===== src/core/cmd_decode_consts.svh =====
// offsets, field positions, reset values and timing counts of the decoder
// assumes inclusion by bare name from the package and the top module
`ifndef CMD_DECODE_CONSTS_SVH
`define CMD_DECODE_CONSTS_SVH
`define OFS_CMD_TYPE_FLAGS 8'h14
`define OFS_CMD_REF_CHANNEL 8'h15
`define OFS_CTRL 8'h18
`define OFS_STATUS 8'h19
`define OFS_IRQ_STATUS 8'h1a
`define OFS_IRQ_MASK 8'h1b
`define OFS_DONE_FLAGS_LO 8'h1c
`define OFS_DONE_FLAGS_HI 8'h1d
`define CTRL_SPECIAL_ACCESS 0
`define CTRL_ENABLE 1
`define CTRL_RESTART_MODE 2
`define CTRL_THREE_REF 3
`define IRQ_DONE 0
`define IRQ_EOS 1
`define IRQ_EOL 2
`define IRQ_ERR 3
`define RST_BYTE 8'h00
`define RST_DONE_FLAGS 15'h0000
`define CONV_TIME_NS 640
`define CLK_PERIOD_NS 40
`define CONV_CYCLES ((`CONV_TIME_NS + `CLK_PERIOD_NS - 1) / `CLK_PERIOD_NS)
`define LIST_DEPTH 8
`define LIST_IDX_W 3
`define CH_EXT_COUNT 6'd16
`endif


===== src/core/cmd_decode_pkg.sv =====
// types shared by the command decoder and its list memory
// assumes the constants header sits beside it
package cmd_decode_pkg;
  `include "cmd_decode_consts.svh"
  typedef enum logic [1:0]
  {
    CMD_NORMAL = 2'h0,
    CMD_END_SEQ = 2'h1,
    CMD_END_LIST_GO = 2'h2,
    CMD_END_LIST_WAIT = 2'h3
  } cmd_type_t;
  typedef enum logic [2:0]
  {
    ST_IDLE = 3'h0,
    ST_LOAD = 3'h1,
    ST_CONV = 3'h3,
    ST_STORE = 3'h2,
    ST_WAIT_RESTART = 3'h6,
    ST_HALT = 3'h4
  } seq_state_t;
endpackage


===== src/core/cmd_list_mem.sv =====
// list of command entries, one 16-bit command (type/flags byte over ref/channel byte) per entry
// assumes a single clock; read data are registered
`timescale 1ns/1ps
module cmd_list_mem
  import cmd_decode_pkg::*;
(
  input wire logic clk_sys_i,
  input wire logic wr_en_i,
  input wire logic [`LIST_IDX_W-1:0] wr_idx_i,
  input wire logic [15:0] wr_data_i,
  input wire logic [`LIST_IDX_W-1:0] rd_idx_i,
  output logic [15:0] rd_data_o
);
  typedef struct packed
  {
    logic [`LIST_DEPTH-1:0][15:0] mem;
    logic [15:0] rd;
  } mem_state_t;
  mem_state_t st_ff;
  mem_state_t nxt_st;
  always_comb
  begin
    nxt_st = st_ff;
    nxt_st.rd = st_ff.mem[rd_idx_i];
    if (wr_en_i)
    begin
      nxt_st.mem[wr_idx_i] = wr_data_i;
    end
  end
  // no reset: contents are software-defined
  always_ff @(posedge clk_sys_i)
  begin
    st_ff <= nxt_st;
  end
  assign rd_data_o = st_ff.rd;
endmodule


===== src/core/cmd_decode.sv =====
// command decoder and list sequencer for the converter
// assumes synchronous reset, one clock, trigger and restart from pins
//
// Implementation choice: the strobed register port.
`timescale 1ns/1ps
module cmd_decode
  import cmd_decode_pkg::*;
(
  input wire logic clk_sys_i,
  input wire logic reset_i,
  input wire logic [7:0] addr_i,
  input wire logic [7:0] wdata_i,
  input wire logic wr_i,
  input wire logic rd_i,
  output logic [7:0] rdata_o,
  input wire logic trigger_i,
  input wire logic restart_i,
  output logic [1:0] chip_option_bits_o,
  output logic [1:0] high_reference_choice_o,
  output logic low_reference_choice_o,
  output logic [5:0] input_channel_choice_o,
  output logic conv_busy_o,
  output logic [15:1] conversion_done_flags_o,
  output logic command_error_flag_o,
  output logic [`LIST_IDX_W-1:0] result_index_o,
  output logic irq_o
);
  typedef struct packed
  {
    logic [1:0] trig_sync;
    logic [1:0] rst_sync;
    logic [7:0] cmd_hi;
    logic [7:0] cmd_lo;
    logic [`LIST_IDX_W-1:0] edit_idx;
    logic [3:0] ctrl;
    logic [15:1] done_flags;
    logic cmd_err;
    logic [3:0] irq_stat;
    logic [3:0] irq_mask;
    logic [7:0] rdata;
    seq_state_t state;
    logic [`LIST_IDX_W-1:0] idx;
    logic [`LIST_IDX_W-1:0] res_idx;
    logic [7:0] cnt;
    logic [15:0] run_cmd;
    logic restart_seen;
    logic [1:0] chip_option_bits;
    logic [1:0] vrh;
    logic vrl;
    logic [5:0] ch;
    logic irq;
    logic busy;
  } top_state_t;
  top_state_t st_ff;
  top_state_t nxt_st;
  logic [15:0] mem_rdata;
  logic mem_wr;
  logic [15:0] mem_wdata;
  logic reserved_hit;
  logic trig;
  logic rst_ev;
  cmd_type_t run_type;
  // conversion length rounded up to whole clocks
  localparam logic [7:0] CONV_CNT = 8'(`CONV_CYCLES);
  localparam logic [5:0] EXT_CNT = `CH_EXT_COUNT;
  // next index, so the entry is read out by the load cycle
  cmd_list_mem cmd_list_mem_inst
  (
    .clk_sys_i(clk_sys_i),
    .wr_en_i(mem_wr),
    .wr_idx_i(st_ff.edit_idx),
    .wr_data_i(mem_wdata),
    .rd_idx_i(nxt_st.idx),
    .rd_data_o(mem_rdata)
  );
  // level trigger: a pin held high starts sequence after sequence
  assign trig = st_ff.trig_sync[1];
  assign rst_ev = st_ff.rst_sync[1];
  assign run_type = cmd_type_t'(st_ff.run_cmd[15:14]);
  // reserved check on the entry as it leaves the list, before it converts
  always_comb
  begin
    reserved_hit = 1'b0;
    if (st_ff.ctrl[`CTRL_THREE_REF] && mem_rdata[7:6] == 2'h3)
    begin
      reserved_hit = 1'b1;
    end
    // codes 3-7 only: internal sources 8-15 never count as reserved
    if (mem_rdata[5:0] >= 6'h03 && mem_rdata[5:0] <= 6'h07)
    begin
      reserved_hit = 1'b1;
    end
    if (mem_rdata[5])
    begin
      reserved_hit = 1'b1;
    end
    // pins above the implemented count; none while all sixteen exist
    if (mem_rdata[5:4] == 2'h1 && {2'h0, mem_rdata[3:0]} >= EXT_CNT)
    begin
      reserved_hit = 1'b1;
    end
  end
  // with special access set, a write to either byte updates the entry chosen by edit index
  assign mem_wr = wr_i && st_ff.ctrl[`CTRL_SPECIAL_ACCESS]
    && (addr_i == `OFS_CMD_TYPE_FLAGS || addr_i == `OFS_CMD_REF_CHANNEL);
  // shadows hold the last bytes written with special access set, not the entry under edit
  assign mem_wdata = (addr_i == `OFS_CMD_TYPE_FLAGS)
    ? {wdata_i, st_ff.cmd_lo} : {st_ff.cmd_hi, wdata_i};
  always_comb
  begin
    nxt_st = st_ff;
    nxt_st.trig_sync = {st_ff.trig_sync[0], trigger_i};
    nxt_st.rst_sync = {st_ff.rst_sync[0], restart_i};
    nxt_st.rdata = 8'h00;
    if (mem_wr)
    begin
      if (addr_i == `OFS_CMD_TYPE_FLAGS)
      begin
        nxt_st.cmd_hi = wdata_i;
      end
      else
      begin
        nxt_st.cmd_lo = wdata_i;
      end
    end
    // software clears come first; sequencer sets below win a tie
    if (wr_i)
    begin
      unique case (addr_i)
        `OFS_CTRL:
        begin
          nxt_st.ctrl = wdata_i[3:0];
          nxt_st.edit_idx = wdata_i[4+:`LIST_IDX_W];
        end
        `OFS_IRQ_STATUS: nxt_st.irq_stat = st_ff.irq_stat & ~wdata_i[3:0];
        `OFS_IRQ_MASK: nxt_st.irq_mask = wdata_i[3:0];
        `OFS_DONE_FLAGS_LO:
          nxt_st.done_flags[7:1] = st_ff.done_flags[7:1] & ~wdata_i[7:1];
        `OFS_DONE_FLAGS_HI:
          nxt_st.done_flags[15:8] = st_ff.done_flags[15:8] & ~wdata_i;
        `OFS_STATUS: nxt_st.cmd_err = st_ff.cmd_err & ~wdata_i[0];
        default: nxt_st.rdata = 8'h00;
      endcase
    end
    if (rd_i)
    begin
      unique case (addr_i)
        `OFS_CMD_TYPE_FLAGS: nxt_st.rdata = st_ff.cmd_hi;
        `OFS_CMD_REF_CHANNEL: nxt_st.rdata = st_ff.cmd_lo;
        `OFS_CTRL: nxt_st.rdata = {1'b0, st_ff.edit_idx, st_ff.ctrl};
        `OFS_STATUS: nxt_st.rdata = {st_ff.res_idx, st_ff.state,
          st_ff.restart_seen, st_ff.cmd_err};
        `OFS_IRQ_STATUS: nxt_st.rdata = {4'h0, st_ff.irq_stat};
        `OFS_IRQ_MASK: nxt_st.rdata = {4'h0, st_ff.irq_mask};
        `OFS_DONE_FLAGS_LO: nxt_st.rdata = {st_ff.done_flags[7:1], 1'b0};
        `OFS_DONE_FLAGS_HI: nxt_st.rdata = st_ff.done_flags[15:8];
        default: nxt_st.rdata = 8'h00;
      endcase
    end
    unique case (st_ff.state)
      ST_IDLE:
      begin
        if (st_ff.ctrl[`CTRL_ENABLE] && !st_ff.cmd_err && trig)
        begin
          nxt_st.state = ST_LOAD;
        end
      end
      ST_LOAD:
      begin
        // entry was read at the index registered on entry to this state
        // a bad entry halts here and never reaches the converter
        if (reserved_hit)
        begin
          nxt_st.cmd_err = 1'b1;
          nxt_st.irq_stat[`IRQ_ERR] = 1'b1;
          nxt_st.state = ST_HALT;
        end
        else
        begin
          nxt_st.run_cmd = mem_rdata;
          nxt_st.cnt = CONV_CNT;
          nxt_st.state = ST_CONV;
        end
      end
      ST_CONV:
      begin
        // outputs change once per entry, on the edge ending the first conversion cycle
        if (st_ff.cnt == CONV_CNT)
        begin
          nxt_st.chip_option_bits = st_ff.run_cmd[13:12];
          nxt_st.vrh = st_ff.ctrl[`CTRL_THREE_REF]
            ? st_ff.run_cmd[7:6] : {1'b0, st_ff.run_cmd[7]};
          nxt_st.vrl = st_ff.ctrl[`CTRL_THREE_REF]
            ? 1'b0 : st_ff.run_cmd[6];
          nxt_st.ch = st_ff.run_cmd[5:0];
          nxt_st.cnt = st_ff.cnt - 8'h01;
        end
        else if (st_ff.cnt == 8'h00)
        begin
          nxt_st.state = ST_STORE;
        end
        else
        begin
          nxt_st.cnt = st_ff.cnt - 8'h01;
        end
      end
      ST_STORE:
      begin
        // flag only after the result is stored
        nxt_st.res_idx = st_ff.idx;
        if (st_ff.run_cmd[11:8] != 4'h0)
        begin
          nxt_st.done_flags[st_ff.run_cmd[11:8]] = 1'b1;
          nxt_st.irq_stat[`IRQ_DONE] = 1'b1;
        end
        nxt_st.idx = st_ff.idx + `LIST_IDX_W'(1);
        unique case (run_type)
          CMD_NORMAL: nxt_st.state = ST_LOAD;
          CMD_END_SEQ:
          begin
            nxt_st.irq_stat[`IRQ_EOS] = 1'b1;
            nxt_st.state = ST_IDLE;
          end
          CMD_END_LIST_GO:
          begin
            nxt_st.irq_stat[`IRQ_EOL] = 1'b1;
            nxt_st.idx = '0;
            nxt_st.state = ST_LOAD;
          end
          CMD_END_LIST_WAIT:
          begin
            nxt_st.irq_stat[`IRQ_EOL] = 1'b1;
            nxt_st.idx = '0;
            nxt_st.restart_seen = 1'b0;
            nxt_st.state = st_ff.ctrl[`CTRL_RESTART_MODE]
              ? ST_WAIT_RESTART : ST_IDLE;
          end
        endcase
      end
      ST_WAIT_RESTART:
      begin
        // a trigger is dropped here until a restart arrives
        if (rst_ev)
        begin
          nxt_st.restart_seen = 1'b1;
          nxt_st.state = ST_IDLE;
        end
      end
      ST_HALT: nxt_st.state = ST_HALT;
      default: nxt_st.state = ST_HALT;
    endcase
    // restart returns to entry 0 from idle only, not from halt
    if (rst_ev && st_ff.state == ST_IDLE)
    begin
      nxt_st.idx = '0;
    end
    // only a software clear of the error bit leaves halt
    if (st_ff.state == ST_HALT && !nxt_st.cmd_err)
    begin
      nxt_st.state = ST_IDLE;
    end
    // next-state values, so irq moves with its status bit
    nxt_st.irq = |(nxt_st.irq_stat & nxt_st.irq_mask);
    // busy as a flop keeps every output straight off a register
    nxt_st.busy = (nxt_st.state == ST_CONV);
  end
  // list memory keeps its contents across reset
  always_ff @(posedge clk_sys_i)
  begin
    if (reset_i)
    begin
      st_ff <= '0;
    end
    else
    begin
      st_ff <= nxt_st;
    end
  end
  assign rdata_o = st_ff.rdata;
  assign chip_option_bits_o = st_ff.chip_option_bits;
  assign high_reference_choice_o = st_ff.vrh;
  assign low_reference_choice_o = st_ff.vrl;
  assign input_channel_choice_o = st_ff.ch;
  assign conv_busy_o = st_ff.busy;
  assign conversion_done_flags_o = st_ff.done_flags;
  assign command_error_flag_o = st_ff.cmd_err;
  assign result_index_o = st_ff.res_idx;
  assign irq_o = st_ff.irq;
endmodule


===== config.mk =====
export PLATFORM = sky130hd
export DESIGN_NAME = cmd_decode
export DESIGN_NICKNAME = d
export VERILOG_FILES = /design/src/core/cmd_decode_pkg.sv /design/src/core/cmd_list_mem.sv /design/src/core/cmd_decode.sv
export VERILOG_INCLUDE_DIRS = /design/src /design/src/core
export SDC_FILE = /design/constraint.sdc
export NUM_CORES = 1
export LEC_CHECK = 0
export BUFFER_PORTS_ARGS = -buffer_cell sky130_fd_sc_hd__clkbuf_2
export CAP_MARGIN = 5
export CORE_UTILIZATION = 55
export CTS_BUF_LIST = sky130_fd_sc_hd__clkbuf_8 sky130_fd_sc_hd__clkbuf_16
export CTS_CLUSTER_DIAMETER = 150
export DETAILED_ROUTE_END_ITERATION = 6
export GPL_TIMING_DRIVEN = 0
export PLACE_DENSITY_LB_ADDON = 0.3
export SKIP_CTS_REPAIR_TIMING = 1
export SLEW_MARGIN = 10
export SYNTH_ARGS = -nofsm -noshare
export SYNTH_HDL_FRONTEND = slang
export SYNTH_SLANG_ARGS = --single-unit

===== constraint.sdc =====
create_clock -name clk_sys_i -period 3.7 [get_ports clk_sys_i]
set_input_delay 0.37 -clock clk_sys_i [delete_from_list [all_inputs] [get_ports clk_sys_i]]
set_output_delay 0.37 -clock clk_sys_i [all_outputs]
set_load 0.01 [all_outputs]

==> out/qor.csv <==
stage;metric;value;unit
clocking;clockBufferDepth;3;
sta;rsz0062_at_grt;no;
synth;synthCells;856;
sta;hold_viol_final;0;
die;core-area;0.0181;sq mm
die;io_pins;62;
synth;synth.distinct_cells;57;
power;p_leak;4.27;nW
sta;period_share;0.895;
global_route;grt_overflow;0;
routing;wire_per_inst;21.1;um
critical_path;startpoint_type;flip-flop;
clocking;cts.sinks;250;
sta;setup_viol;0;
sta;slew_headroom;0.430;
power;power_density;486;mW/mm^2
sta;clock_skew;10.5;ps
die;die_y;138;um
worst_hold_path;hold_path_class;in -> reg;
placed_design;place_ws;143;ps
finish;post-route-util;0.656;
critical_path;required;4060;ps
synth;netlist.area_leader.share;0.377;
global_route;gr-usage-all-layers;0.265;
synth;seq_area_frac_synth;0.616;
outcome;status;complete, but fails checks;
clocking;clk_latency;520;ps
routing;drt-pass1-iter-count;7;
die;die_area;0.0191;sq mm
clocking;cts_tree;built;
critical_path;endpoint_kind;flip-flop;
sta;timing.setup.tns;0;ps
critical_path;crit_fanout;10;
finish;num_antenna_cells;0;
power;vdd_drop_max;0.529;mV
sta;drv_slew;0;
synth;synth_top_area_cell;edfxtp_1;
die;fp-row-count;49;
synth;synthTopCellsByArea;edfxtp_1 38%, dfxtp_1 24%, mux2_2 6.0%, mux2i_1 3.9%, nand2_1 3.5%;
global_route;antenna_found_initial;1;
synth;synthesis.area;0.0102;sq mm
finish;fillers;1366;
synth;yosys_most_used_dff;edfxtp_1;
finish;final_common_cell;edfxtp_1;
finish;nets;978;
routing;vias_per_cell;6.10;
placed_design;dp_hpwl;17.5;mm
sta;period_needed;3310;ps
die;start_util;0.564;
job;maxCapViolations;0;
synth;syn_nets;881;
routing;vias;7331;
synth;ys_warn_count;0;
critical_path;arrival;3670;ps
die;fp.dieW;138;um
sta;worst_slack;388;ps
routing;drc;8;
sta;tightest_slew;851;ps
placed_design;port-buffer-count;61;
sta;max_freq;302;MHz
placed_design;place.gp.congestion;0.952;
critical_path;critical_path_class;reg -> reg;
global_route;grt_pass1_vias;6879;
routing;final_antenna_net_count;0;
finish;mostFrequentLayoutCells;128 x edfxtp_1, 122 x dfxtp_1, 94 x nand2_1, 79 x nor2_1, 61 x clkbuf_2;
synth;synth_area_per_cell;11.9;sq um
outcome;violations;design-rule violations;
clocking;root_buffer;clkbuf_16;
finish;layout-drive-gt1-share;0.243;
routing;drt_iter0_drc;931;
clocking;clkSlewWorstSetupHoldPaths;60;ps
global_route;grt_pass1_wl;38.5;mm
finish;areaGrowthSynthToFinish;16.2;%
synth;async_flop_share;0;
clocking;htreeDepth;1;
global_route;grt_max_degree;16;
clocking;cts_buffers;25;
synth;synth_edf_count;128;
routing;routed_wl;25.3;mm
critical_path;regToRegSetupSlack;390;ps
synth;ys_seq_elements;250;
## Yosys cell counts, drive strengths merged, types with 5 or more instances
cell type / n
or3: 5
nand2b: 8
nor2: 86
mux2i: 40
clkbuf: 28
nor2b: 10
o22a: 5
a31oi: 5
a221oi: 33
a21oi: 50
buf: 50
nor3: 11
edfxtp: 128
mux2: 54
dfxtp: 122
o21ai: 12
inv: 7
nand2: 94
nand3: 22
nor3b: 5
a22oi: 31
## routing by layer
| metal | global-route usage | up-vias | part of all wire |
|---|---|---|---|
| met5 | 0 | - | 0.00043 |
| met4 | 0.105 | 2 | 0.035 |
| li1 | - | 3329 | - |
| met1 | 0.369 | 3549 | 0.42 |
| met3 | 0.0499 | 73 | 0.090 |
| met2 | 0.411 | 378 | 0.45 |
## power breakdown
part | total, W | leakage (nW) | internal [W] | switching (W)
Clock | 0.00276 | 0.470 | 0.00173 | 0.00104
Combinational | 0.0000989 | 1.61 | 0.0000239 | 0.0000750
Sequential | 0.00290 | 2.19 | 0.00290 | 0.00000117
Total | 0.00576 | 4.27 | 0.00465 | 0.00111
## critical path, stage by stage (launching register included)
cell	delay, ps
dfxtp_1	410
nor2_1	460
o21ai_0	430
o21a_1	220
nor3_1	370
clkbuf_1	620
a221oi_1	200
a22oi_1	460
## cells by family (layout without fill, tap and decap cells)
logic type                 after synthesis  after routing  synth area share
AOI/OAI and AO/OA                      163            163             0.112
xor gates and xnor gates                 3              3           0.00257
adders and majority gates                3              3           0.00368
buffers and inverters                   85            201            0.0494
DFF                                    250            250             0.616
muxes                                   94             94            0.0988
and+or+nand+nor                        258            258             0.118
## final timing paths
check	from	end	depth (start not counted)
hold reg to reg	st_ff[19]	st_ff[19]	2
hold / removal	restart_i	nxt_st[103]	2
setup / recovery	st_ff[46]	cmd_list_mem_inst.rd_data_o[13]	7
setup reg to reg	st_ff[46]	cmd_list_mem_inst.rd_data_o[13]	7
## per-stage QoR
stage / area (sq um) / hold slack (ps) / power (W) / cells
finish: 11900 / 77.8 / 0.00576 / 1201
global route: 11900 / 93.5 / 0.00589 / 1201
CTS: 11900 / 64.8 / 0.00579 / 1201
detailed placement: 10900 / 431 / 0.00306 / 1155
global placement: 10800 / 422 / 0.00305 / 1146
floorplan: 10200 / 414 / 0.00301 / 856
## area by class of cell
class / count / area [sq um] / area share
repair buffers: 70 / 418 / 0.0352
multi-input cells: 521 / 3440 / 0.290
plain buffers: 78 / 478 / 0.0403
inverters: 7 / 26.3 / 0.00222
well taps: 229 / 287 / 0.0242
clock buffers: 31 / 719 / 0.0607
clock inverters: 15 / 205 / 0.0173
flip-flops and latches: 250 / 6290 / 0.530
## registers in the layout, summed over array words and instances, names as in the netlist
signal / flops
cmd_list_mem_inst.st_ff: 128
st_ff: 61
cmd_list_mem_inst.rd_data_o: 16
conversion_done_flags_o: 15
rdata_o: 8
input_channel_choice_o: 6
result_index_o: 3
chip_option_bits_o: 2
high_reference_choice_o: 2
nxt_st: 2
run_type: 2
command_error_flag_o: 1
conv_busy_o: 1
irq_o: 1
low_reference_choice_o: 1
rst_ev: 1
Power figures use the tool's default switching activity.
